`src/rtl/pll_params.svh`:
```
// Constants for the synthesizer counter program port.
// Behaviour
// - Parallel mode: bank select 1 primary, 0 secondary.
// - Serial, enhancement strobe high: shift into enhancement.
// - Parallel enhancement strobe captures data byte.
// - High nibble strobe stores ref[5:4], main[8:7].
// - Serial select 1 serial, 0 parallel.
// - Direct select 1 takes counts from pins.
// - Main low strobe stores prescaler enable, main[6:0].
// - Swallow strobe stores ref[3:0], swallow[3:0].
// - Bank transfer strobe copies primary to secondary.
// - Direct swallow count from four pins, bit0 LSB.
// - Lock filter node is NAND of pulses.
// - Lower pulse low when main leads reference.
// - Raise pulse low when reference leads main.
// - Lock indicator released when locked, else low.
// - Enhancement bits act only with enable low.
// - Diagnostic output shows modulus control or prescaler.
// - Main monitor shows main divider, suppressible.
// - Reference monitor shows reference divider, suppressible.
// - Enhancement strobe low: shift into 20-bit primary.
// - Serial load or transfer strobe copies primary.
// - Prescaler enable active low; high bypasses prescaler.
`ifndef PLL_PARAMS_SVH
`define PLL_PARAMS_SVH
// ---------------------------------------------------------------
// Program word layout
// ---------------------------------------------------------------
`define PRIM_W 20
`define ENH_W 8
`define PRIM_RESET 20'h00000
`define ENH_RESET 8'h00
`define PRIM_PRE_BIT 19
`define PRIM_MAIN_MSB 18
`define PRIM_MAIN_LSB 10
`define PRIM_REF_MSB 9
`define PRIM_REF_LSB 4
`define PRIM_SWAL_MSB 3
`define PRIM_SWAL_LSB 0
`define ENH_DIAG_BIT 0
`define ENH_MAIN_OFF_BIT 1
`define ENH_REF_OFF_BIT 2
`define PRESC_RELOAD_10 4'h9
`define PRESC_RELOAD_11 4'ha
// ---------------------------------------------------------------
// Register map
// ---------------------------------------------------------------
`define ADDR_CTRL 8'h00
`define ADDR_PRIMARY 8'h04
`define ADDR_SECONDARY 8'h08
`define ADDR_ENH 8'h0c
`define ADDR_STATUS 8'h10
`define ADDR_ACTIVE 8'h14
`define CTRL_PFD_HOLD_BIT 0
`define CTRL_RESET 32'h00000000
`define RESP_OKAY 2'b00
`define RESP_SLVERR 2'b10
`endif

```
`src/rtl/pll_pkg.sv`:
```
// Types shared by the synthesizer counter program port.
package pll_pkg;
  typedef enum logic [1:0] {
    MODE_PARALLEL = 2'b00,
    MODE_SERIAL   = 2'b01,
    MODE_DIRECT   = 2'b10
  } mode_t;

  typedef enum logic [2:0] {
    REG_CTRL      = 3'b000,
    REG_PRIMARY   = 3'b001,
    REG_SECONDARY = 3'b010,
    REG_ENH       = 3'b011,
    REG_STATUS    = 3'b100,
    REG_ACTIVE    = 3'b101,
    REG_NONE      = 3'b111
  } reg_sel_t;

  typedef struct packed {
    logic [7:0] par_data;
    logic [3:0] direct_ref;
    logic [3:0] direct_swallow;
    logic       serial_clk;
    logic       serial_data;
    logic       enh_write_strobe;
    logic       serial_load_strobe;
    logic       bank_transfer_strobe;
    logic       high_nibble_write_strobe;
    logic       main_low_write_strobe;
    logic       swallow_write_strobe;
    logic       parallel_bank_select;
    logic       serial_bank_select;
    logic       serial_sel;
    logic       direct_sel;
    logic       ext_feature_en_n;
    logic       reference_input;
    logic       vco_input;
  } pin_sample_t;
endpackage
```
`src/rtl/pll_counter_program_port.sv`:
```
// Counter program port, dividers and phase comparator of the synthesizer.
`timescale 1ns/1ns
`include "pll_params.svh"
module pll_counter_program_port (
  input  wire logic        mclk,
  input  wire logic        sys_rst,
  input  wire logic [31:0] awaddr,
  input  wire logic        awvalid,
  output logic             awready,
  input  wire logic [31:0] wdata,
  input  wire logic [3:0]  wstrb,
  input  wire logic        wvalid,
  output logic             wready,
  output logic [1:0]       bresp,
  output logic             bvalid,
  input  wire logic        bready,
  input  wire logic [31:0] araddr,
  input  wire logic        arvalid,
  output logic             arready,
  output logic [31:0]      rdata,
  output logic [1:0]       rresp,
  output logic             rvalid,
  input  wire logic        rready,
  input  wire logic [7:0]  par_data,
  input  wire logic [3:0]  direct_ref,
  input  wire logic [3:0]  direct_swallow,
  input  wire logic        serial_clk,
  input  wire logic        serial_data,
  input  wire logic        enh_write_strobe,
  input  wire logic        serial_load_strobe,
  input  wire logic        bank_transfer_strobe,
  input  wire logic        high_nibble_write_strobe,
  input  wire logic        main_low_write_strobe,
  input  wire logic        swallow_write_strobe,
  input  wire logic        parallel_bank_select,
  input  wire logic        serial_bank_select,
  input  wire logic        serial_sel,
  input  wire logic        direct_sel,
  input  wire logic        ext_feature_en_n,
  input  wire logic        reference_input,
  input  wire logic        vco_input,
  output logic             phase_pulse_lower_n,
  output logic             phase_pulse_raise_n,
  output logic             lock_filter_node,
  output logic             lock_indicator_out,
  output logic             lock_indicator_oe,
  output logic             main_divider_monitor,
  output logic             reference_divider_monitor,
  output logic             diag_out
);

  // ---------------------------------------------------------------
  // Functions
  // ---------------------------------------------------------------
  // Chooses the loading mode from the two mode pins.
  function automatic pll_pkg::mode_t decode_mode(input logic dsel, input logic ssel);
    if (dsel) begin
      return pll_pkg::MODE_DIRECT;
    end
    return ssel ? pll_pkg::MODE_SERIAL : pll_pkg::MODE_PARALLEL;
  endfunction

  // Maps a bus address onto a register, or none when unmapped.
  function automatic pll_pkg::reg_sel_t decode_addr(input logic [31:0] a);
    if (a[31:8] != 24'h000000) begin
      return pll_pkg::REG_NONE;
    end
    case (a[7:0])
      `ADDR_CTRL:      return pll_pkg::REG_CTRL;
      `ADDR_PRIMARY:   return pll_pkg::REG_PRIMARY;
      `ADDR_SECONDARY: return pll_pkg::REG_SECONDARY;
      `ADDR_ENH:       return pll_pkg::REG_ENH;
      `ADDR_STATUS:    return pll_pkg::REG_STATUS;
      `ADDR_ACTIVE:    return pll_pkg::REG_ACTIVE;
      default:         return pll_pkg::REG_NONE;
    endcase
  endfunction

  // ---------------------------------------------------------------
  // Pin synchronisers and edge detection
  // ---------------------------------------------------------------
  pll_pkg::pin_sample_t pins_raw;
  pll_pkg::pin_sample_t s1_reg;
  pll_pkg::pin_sample_t s2_reg;
  pll_pkg::pin_sample_t s3_reg;
  pll_pkg::pin_sample_t rise;
  pll_pkg::mode_t       mode;

  // Gathers all pins into one sample word.
  assign pins_raw = {par_data, direct_ref, direct_swallow, serial_clk, serial_data,
                     enh_write_strobe, serial_load_strobe, bank_transfer_strobe,
                     high_nibble_write_strobe, main_low_write_strobe, swallow_write_strobe,
                     parallel_bank_select, serial_bank_select, serial_sel, direct_sel,
                     ext_feature_en_n, reference_input, vco_input};

  // Two flip-flops per pin, then a third stage for edge finding.
  always_ff @(posedge mclk or posedge sys_rst) begin
    if (sys_rst) begin
      s1_reg <= '0;
      s2_reg <= '0;
      s3_reg <= '0;
    end else begin
      s1_reg <= pins_raw;
      s2_reg <= s1_reg;
      s3_reg <= s2_reg;
    end
  end

  // Rising edges and the current loading mode.
  assign rise = s2_reg & ~s3_reg;
  assign mode = decode_mode(s2_reg.direct_sel, s2_reg.serial_sel);

  // ---------------------------------------------------------------
  // Program registers
  // ---------------------------------------------------------------
  logic [`PRIM_W-1:0] primary_reg;
  logic [`PRIM_W-1:0] secondary_reg;
  logic [`ENH_W-1:0]  enh_reg;
  logic [`PRIM_W-1:0] active_word;
  logic [`ENH_W-1:0]  enh_eff;
  logic               ser_mode;
  logic               par_mode;

  assign ser_mode = (mode == pll_pkg::MODE_SERIAL);
  assign par_mode = (mode == pll_pkg::MODE_PARALLEL);

  // Primary register: serial shift, MSB first, or parallel field writes.
  always_ff @(posedge mclk or posedge sys_rst) begin
    if (sys_rst) begin
      primary_reg <= `PRIM_RESET;
    end else if (ser_mode) begin
      if (rise.serial_clk && !s2_reg.enh_write_strobe) begin
        primary_reg <= {primary_reg[`PRIM_W-2:0], s2_reg.serial_data};
      end
    end else if (par_mode) begin
      if (rise.high_nibble_write_strobe) begin
        primary_reg[`PRIM_REF_MSB -: 2]  <= s2_reg.par_data[3:2];
        primary_reg[`PRIM_MAIN_MSB -: 2] <= s2_reg.par_data[1:0];
      end
      if (rise.main_low_write_strobe) begin
        primary_reg[`PRIM_PRE_BIT -: 1]       <= s2_reg.par_data[7 -: 1];
        primary_reg[`PRIM_MAIN_LSB +: 7]      <= s2_reg.par_data[6:0];
      end
      if (rise.swallow_write_strobe) begin
        primary_reg[`PRIM_REF_LSB +: 4]  <= s2_reg.par_data[7:4];
        primary_reg[`PRIM_SWAL_MSB:`PRIM_SWAL_LSB] <= s2_reg.par_data[3:0];
      end
    end
  end

  // Secondary register copies the whole primary word on a transfer strobe.
  always_ff @(posedge mclk or posedge sys_rst) begin
    if (sys_rst) begin
      secondary_reg <= `PRIM_RESET;
    end else if ((ser_mode || par_mode) && rise.bank_transfer_strobe) begin
      secondary_reg <= primary_reg;
    end else if (ser_mode && rise.serial_load_strobe) begin
      secondary_reg <= primary_reg;
    end
  end

  // Enhancement register: serial shift or parallel byte capture.
  always_ff @(posedge mclk or posedge sys_rst) begin
    if (sys_rst) begin
      enh_reg <= `ENH_RESET;
    end else if (ser_mode && rise.serial_clk && s2_reg.enh_write_strobe) begin
      enh_reg <= {enh_reg[`ENH_W-2:0], s2_reg.serial_data};
    end else if (par_mode && rise.enh_write_strobe) begin
      enh_reg <= s2_reg.par_data;
    end
  end

  // Enhancement bits count only with the enable pin low, outside direct mode.
  assign enh_eff = (!s2_reg.ext_feature_en_n && !s2_reg.direct_sel) ? enh_reg : `ENH_RESET;

  // Word that programs the counters, per mode and bank select.
  always_comb begin
    case (mode)
      pll_pkg::MODE_DIRECT:
        active_word = {s2_reg.par_data[7], 2'b00, s2_reg.par_data[6:0], 2'b00,
                       s2_reg.direct_ref, s2_reg.direct_swallow};
      pll_pkg::MODE_SERIAL:
        active_word = s2_reg.serial_bank_select ? primary_reg : secondary_reg;
      pll_pkg::MODE_PARALLEL:
        active_word = s2_reg.parallel_bank_select ? primary_reg : secondary_reg;
      default:
        active_word = secondary_reg;
    endcase
  end

  // ---------------------------------------------------------------
  // Dividers
  // ---------------------------------------------------------------
  logic [5:0] ref_cnt_reg;
  logic       ref_pulse_reg;
  logic [3:0] presc_cnt_reg;
  logic       presc_pulse_reg;
  logic [8:0] main_cnt_reg;
  logic [3:0] swal_cnt_reg;
  logic       main_pulse_reg;
  logic       modulus_control;
  logic       presc_bypass;

  assign modulus_control = (swal_cnt_reg != 4'h0);
  assign presc_bypass    = active_word[`PRIM_PRE_BIT];

  // Reference divider counts reference edges, ratio ref count plus one.
  always_ff @(posedge mclk or posedge sys_rst) begin
    if (sys_rst) begin
      ref_cnt_reg   <= 6'h00;
      ref_pulse_reg <= 1'b0;
    end else begin
      ref_pulse_reg <= 1'b0;
      if (rise.reference_input) begin
        if (ref_cnt_reg == 6'h00) begin
          ref_cnt_reg   <= active_word[`PRIM_REF_MSB:`PRIM_REF_LSB];
          ref_pulse_reg <= 1'b1;
        end else begin
          ref_cnt_reg <= ref_cnt_reg - 6'h01;
        end
      end
    end
  end

  // Dual-modulus prescaler, divide by 10 or 11, or bypassed.
  always_ff @(posedge mclk or posedge sys_rst) begin
    if (sys_rst) begin
      presc_cnt_reg   <= 4'h0;
      presc_pulse_reg <= 1'b0;
    end else begin
      presc_pulse_reg <= 1'b0;
      if (rise.vco_input) begin
        if (presc_bypass) begin
          presc_pulse_reg <= 1'b1;
        end else if (presc_cnt_reg == 4'h0) begin
          presc_cnt_reg   <= modulus_control ? `PRESC_RELOAD_11 : `PRESC_RELOAD_10;
          presc_pulse_reg <= 1'b1;
        end else begin
          presc_cnt_reg <= presc_cnt_reg - 4'h1;
        end
      end
    end
  end

  // Main and swallow counters clocked by the prescaler output.
  always_ff @(posedge mclk or posedge sys_rst) begin
    if (sys_rst) begin
      main_cnt_reg   <= 9'h000;
      swal_cnt_reg   <= 4'h0;
      main_pulse_reg <= 1'b0;
    end else begin
      main_pulse_reg <= 1'b0;
      if (presc_pulse_reg) begin
        if (main_cnt_reg == 9'h000) begin
          main_cnt_reg   <= active_word[`PRIM_MAIN_MSB:`PRIM_MAIN_LSB];
          swal_cnt_reg   <= active_word[`PRIM_SWAL_MSB:`PRIM_SWAL_LSB];
          main_pulse_reg <= 1'b1;
        end else begin
          main_cnt_reg <= main_cnt_reg - 9'h001;
          if (modulus_control) begin
            swal_cnt_reg <= swal_cnt_reg - 4'h1;
          end
        end
      end
    end
  end

  // ---------------------------------------------------------------
  // Phase comparator, lock detect and monitor outputs
  // ---------------------------------------------------------------
  logic [31:0] ctrl_reg;
  logic        up_flag_reg;
  logic        down_flag_reg;
  logic        up_set;
  logic        down_set;

  assign up_set   = up_flag_reg | ref_pulse_reg;
  assign down_set = down_flag_reg | main_pulse_reg;

  // Flags set by divider pulses, both cleared once both are set.
  always_ff @(posedge mclk or posedge sys_rst) begin
    if (sys_rst) begin
      up_flag_reg   <= 1'b0;
      down_flag_reg <= 1'b0;
    end else if (ctrl_reg[`CTRL_PFD_HOLD_BIT] || (up_set && down_set)) begin
      up_flag_reg   <= 1'b0;
      down_flag_reg <= 1'b0;
    end else begin
      up_flag_reg   <= up_set;
      down_flag_reg <= down_set;
    end
  end

  // Registered pin outputs.
  always_ff @(posedge mclk or posedge sys_rst) begin
    if (sys_rst) begin
      phase_pulse_raise_n       <= 1'b1;
      phase_pulse_lower_n       <= 1'b1;
      lock_filter_node          <= 1'b0;
      lock_indicator_oe         <= 1'b0;
      main_divider_monitor      <= 1'b0;
      reference_divider_monitor <= 1'b0;
      diag_out                  <= 1'b0;
    end else begin
      phase_pulse_raise_n       <= ~up_flag_reg;
      phase_pulse_lower_n       <= ~down_flag_reg;
      lock_filter_node          <= up_flag_reg | down_flag_reg;
      lock_indicator_oe         <= up_flag_reg | down_flag_reg;
      main_divider_monitor      <= main_pulse_reg & ~enh_eff[`ENH_MAIN_OFF_BIT];
      reference_divider_monitor <= ref_pulse_reg & ~enh_eff[`ENH_REF_OFF_BIT];
      diag_out <= enh_eff[`ENH_DIAG_BIT] ? presc_pulse_reg : modulus_control;
    end
  end

  // The open-drain indicator only ever pulls low.
  assign lock_indicator_out = 1'b0;

  // ---------------------------------------------------------------
  // AXI4-Lite slave
  // ---------------------------------------------------------------
  logic               aw_got_reg;
  logic               w_got_reg;
  logic [31:0]        aw_addr_reg;
  logic [31:0]        w_data_reg;
  logic [3:0]         w_strb_reg;
  pll_pkg::reg_sel_t  wsel;
  pll_pkg::reg_sel_t  rsel;
  logic [31:0]        rword;

  assign awready = !aw_got_reg && !bvalid;
  assign wready  = !w_got_reg && !bvalid;
  assign arready = !rvalid;
  assign wsel    = decode_addr(aw_addr_reg);
  assign rsel    = decode_addr(araddr);

  // Write side: address and data taken in any order, answered together.
  always_ff @(posedge mclk or posedge sys_rst) begin
    if (sys_rst) begin
      aw_got_reg  <= 1'b0;
      w_got_reg   <= 1'b0;
      aw_addr_reg <= 32'h00000000;
      w_data_reg  <= 32'h00000000;
      w_strb_reg  <= 4'h0;
      bvalid      <= 1'b0;
      bresp       <= `RESP_OKAY;
      ctrl_reg    <= `CTRL_RESET;
    end else begin
      if (awvalid && awready) begin
        aw_got_reg  <= 1'b1;
        aw_addr_reg <= awaddr;
      end
      if (wvalid && wready) begin
        w_got_reg  <= 1'b1;
        w_data_reg <= wdata;
        w_strb_reg <= wstrb;
      end
      if (aw_got_reg && w_got_reg) begin
        aw_got_reg <= 1'b0;
        w_got_reg  <= 1'b0;
        bvalid     <= 1'b1;
        bresp      <= (wsel == pll_pkg::REG_CTRL) ? `RESP_OKAY : `RESP_SLVERR;
        if (wsel == pll_pkg::REG_CTRL) begin
          for (int i = 0; i < 4; i++) begin
            if (w_strb_reg[i]) begin
              ctrl_reg[i*8 +: 8] <= w_data_reg[i*8 +: 8];
            end
          end
        end
      end else if (bvalid && bready) begin
        bvalid <= 1'b0;
      end
    end
  end

  // Read multiplexer.
  always_comb begin
    case (rsel)
      pll_pkg::REG_CTRL:      rword = ctrl_reg;
      pll_pkg::REG_PRIMARY:   rword = {12'h000, primary_reg};
      pll_pkg::REG_SECONDARY: rword = {12'h000, secondary_reg};
      pll_pkg::REG_ENH:       rword = {24'h000000, enh_reg};
      pll_pkg::REG_STATUS:    rword = {28'h0000000, (enh_eff != `ENH_RESET), lock_filter_node, mode};
      pll_pkg::REG_ACTIVE:    rword = {12'h000, active_word};
      default:                rword = 32'h00000000;
    endcase
  end

  // Read side: one-cycle answer held until taken.
  always_ff @(posedge mclk or posedge sys_rst) begin
    if (sys_rst) begin
      rvalid <= 1'b0;
      rdata  <= 32'h00000000;
      rresp  <= `RESP_OKAY;
    end else if (arvalid && arready) begin
      rvalid <= 1'b1;
      rdata  <= rword;
      rresp  <= (rsel == pll_pkg::REG_NONE) ? `RESP_SLVERR : `RESP_OKAY;
    end else if (rvalid && rready) begin
      rvalid <= 1'b0;
    end
  end
endmodule

```
`config.mk`:
```
export PLATFORM = sky130hd
export DESIGN_NAME = pll_counter_program_port
export DESIGN_NICKNAME = d
export VERILOG_FILES = /design/src/rtl/pll_pkg.sv /design/src/rtl/pll_counter_program_port.sv
export VERILOG_INCLUDE_DIRS = /design/src /design/src/rtl
export SDC_FILE = /design/constraint.sdc
export NUM_CORES = 1
export LEC_CHECK = 0
export ABC_AREA = 1
export BUFFER_PORTS_ARGS = -buffer_cell sky130_fd_sc_hd__buf_2
export CORE_MARGIN = 3
export CORE_UTILIZATION = 45
export DETAILED_ROUTE_END_ITERATION = 16
export PLACE_DENSITY = 0.71
export RECOVER_POWER = 100
export SYNTH_ARGS = -nofsm -noshare
export SYNTH_HDL_FRONTEND = slang
export SYNTH_SLANG_ARGS = --single-unit
```
`constraint.sdc`:
```
create_clock -name mclk -period 13.84 [get_ports mclk]
set_input_delay 3.46 -clock mclk [delete_from_list [all_inputs] [get_ports mclk]]
set_output_delay 3.46 -clock mclk [all_outputs]
set_load 0.1 [all_outputs]
```
Word level (Yosys, flattened, before mapping):

Cells that the tools add are included.

* output and inout port bits: 49
* input port bits: 138
* logic and storage cells: 232
* register bits: 299

* bitwise operators: 12
* equality and inequality tests: 19
* reductions and logical operators: 57
* add/sub/neg operators: 4
* mux-type cells: 55

Operator list (count)
* $pmux 32 s6: 1
* $mux 20: 7
* $pmux 20 s3: 1
* $reduce_bool 24->1: 2
* $pmux 3 s6: 2
* $eq 8x4->1 const B: 4
* $eq 8x5->1 const B: 4
* $mux 8: 4
* $mux 1: 23
* $reduce_bool 2->1: 11
* $reduce_and 3->1: 7
* $eq 8x3->1 const B: 2
* $logic_and 1x1->1: 16
* $logic_not 8->1: 2
* $and 15x15->15: 1
* $not 15->15: 1
* $mux 2: 7
* $mux 3: 4
* $mux 4: 3
* $eq 3x3->1 const B: 3
* $logic_not 9->1: 1
* $mux 9: 1
* $sub 9x1->9 const B: 1
* $reduce_bool 8->1: 1
* 20 further kinds: 38

Logic depth before layout (Yosys ltp):

* word-level depth: 6
* depth in mapped cells: 13

Least setup slack after synthesis:

OpenSTA, ideal clock, no wires.

* kind: register to output
* start point: register bvalid
* end point: output awready
* required time: 10380 ps
* arrival: 2192 ps
* path slack: 8188 ps
* path buffers: 0
* stages on the path, launching flop included: 2
* cells stage by stage: dfrtp_1 -> nor2_1

* word-level cells in the longest chain between the ends: 2

Ends and longest elaborated chain
* start: declaration: line pll_counter_program_port.sv:15 `output logic bvalid,`
* start signal: assignment: line pll_counter_program_port.sv:344 `bvalid <= 1'b0;`
* start signal: assignment: line pll_counter_program_port.sv:360 `bvalid <= 1'b1;`
* start signal: assignment: line pll_counter_program_port.sv:370 `bvalid <= 1'b0;`
* $logic_not 1->1: line pll_counter_program_port.sv:330 `assign awready = !aw_got_reg && !bvalid;`
* $logic_and 1x1->1: line pll_counter_program_port.sv:330
* end: declaration: line pll_counter_program_port.sv:9 `output logic awready,`

Every way passes these cells.

==> flow_summary.toml <==
[drt]
wl_per_cell_um = 16.5
via_per_inst = 5.24
ant_nets = 0
drc = 0
drt_first_pass_iters = 6
wl_mm = 32.0
drt_iter0_drc = 991
vias = 10200

[synth]
synth_cell_types = 51
synthesis.area_mm2 = 0.0128
synthCells = 1383
yosysSeqAreaShare_pct = 57.1
yosys_warnings = 0
synth_edf_count = 0
synth_top_area_share_pct = 56.7
synth_top_area_cell = "dfrtp_1"
ys_ff_latch = 291
synthArstFlopShare_pct = 100
synth.area.top_cells = "dfrtp_1, nand2_1, nor2_1"
syn_area_per_cell_um2 = 9.22
synthFlopType = "dfrtp_1"

[clock_tree]
cts_buffer_depth = 3
holdBufCountCts = 0
post_cts_resized = 0
clk_latency_ns = 0.55
clock-sinks = 291
cts_root_buf = "clkbuf_16"
clk_pin_slew_worst_paths_ns = 0.06
cts_made_buffers = 30
cts_setup_buffers = 0
cts_tree = "yes"
cts_max_level = 1

[place]
numPortBuffers = 183
hpwl_mm = 22.3
place_congestion = 0.906
place_area_mm2 = 0.0138
placed_cells = 1885

[die]
die_h_um = 174
start_util_pct = 46.5
die_area_mm2 = 0.0304
die_width_um = 174
core_mm2 = 0.0274
rows = 60
io_pins = 187

[final_layout]
fin_area_mm2 = 0.0149
utilization_pct = 54.2
area_growth_pct = 16.5
final_cells = 1940
mostFrequentLayoutCells = "nand2_1, dfrtp_1, nor2_1, buf_2, inv_1"
diodes = 0
drive_above_1_share_pct = 16.8
finalNetCount = 1688
multi_input_area_mm2 = 0.00459
fillers = 2512
final_common_cell = "nand2_1"
regArea_mm2 = 0.00728

[power]
peakVddDrop_mv = 0.114
power.leakage_uw = 0.00732
powerDensity_mw_per_mm2 = 176

[grt]
grt.total_usage_pct = 20.9
grt_pass1_vias = 10100
overflow = 0
antenna_found_initial = 2
grt_pass1_wl_mm = 52.1
grt_max_degree = 128

[worst_hold_path]
hp-class = "flip-flop to flip-flop"
hp-start = "s1_reg[6]"

[worst_setup_path]
crit_fanout = 127
worst_ep_required_time_ns = 14.35
critPathCaptureType = "asynchronous set/reset pin"
critical_path_class = "input pin to asynchronous set/reset pin"
cp_common_cell = "buf_4"
r2r-start = "s2_reg[3]"
max_stage_delay_ns = 2.98
crit_slowest_cell = "clkinvlp_2"
critPathLaunchType = "input pin"
cp.arrival_ns = 8.78
cp-startpoint = "sys_rst"
crit_chain = "buf_2 -> clkinvlp_2 -> buf_4 -> buf_4"

[timing]
period_needed_ns = 8.27
finClkSkew_ns = 0.0218
worstMarginPinSlew_ns = 5.34
max_slew_margin_pct = -258
hold_viol = 0
setup_violations = 0
max_freq_mhz = 121
fin_setup_tns_ns = 0
fin_crit_sh_pct = 59.8
whs_ns = 0.343
rsz0062_at_grt = "no"
drv_slew = 348

[status]
status = "complete, but fails checks"
violations = "max-capacitance violations, max-slew violations"

[job]
drv.max_cap_violation_count = 6
-- critical path: cells and delay by family --
kind	cells	cell delay [ns]
buffers and inverters	4	5.16
-- area by class of cell --
type | count | area share, %
inverters | 119 | 3.03
well taps | 372 | 3.13
clock inverters | 14 | 1.71
repair buffers | 193 | 6.15
clock buffers | 41 | 6.02
multi-input cells | 910 | 30.9
flip-flops and latches | 291 | 49.0
-- kinds of logic after synthesis --
kind of cell / after synthesis / synth area share [%]
AOI/OAI and AO/OA: 243 / 10.6
xor gates and xnor gates: 5 / 0.343
adders and majority gates: 5 / 0.491
buffers and inverters: 184 / 6.75
DFF: 291 / 57.1
muxes: 43 / 3.80
other: 1 / 0.0294
and+or+nand+nor: 611 / 20.8
-- synthesized netlist by cell type, types with 16 or more instances --
cell,n
a21oi_1,88
buf_2,28
clkbuf_1,16
dfrtp_1,289
inv_1,111
mux2_2,43
nand2_1,336
nand3_1,36
nand4_1,72
nor2_1,133
o211ai_1,28
o21ai_0,74
o21ai_1,31
-- path summary, 6_finish.rpt --
path | end | slack (ns) | cells past startpoint
min | s2_reg[6] | 0.34 | 0
min in group asynchronous | aw_addr_reg[12] | 4.59 | 2
min reg2reg | s2_reg[6] | 0.34 | 0
max | rresp[1] | 5.57 | 4
max in group mclk | rdata[6] | 6.90 | 12
max reg2reg | secondary_reg[16] | 9.25 | 6
-- routing by layer --
metal	wire length, um	track usage [%]
met1	13700	29.1
met2	14900	33.4
met3	2570	4.17
met4	796	5.97
met5	27	0
-- power by group --
part,leakage (uW),total (uW),internal (uW),switching [uW]
registers,0.00353,1150,1040,117
clock network,0.000561,913,580,333
logic,0.00323,550,191,359
total,0.00732,2620,1810,809
-- stage by stage --
step / setup WS (ns) / power [uW]
2_1_floorplan: 2.35 / 1570
3_5_place_dp: 7.46 / 1720
4_1_cts: 8.06 / 2630
3_3_place_gp: 7.51 / 1690
6_report: 5.57 / 2620
5_1_grt: 4.49 / 2760
Power figures use the tool's default switching activity.
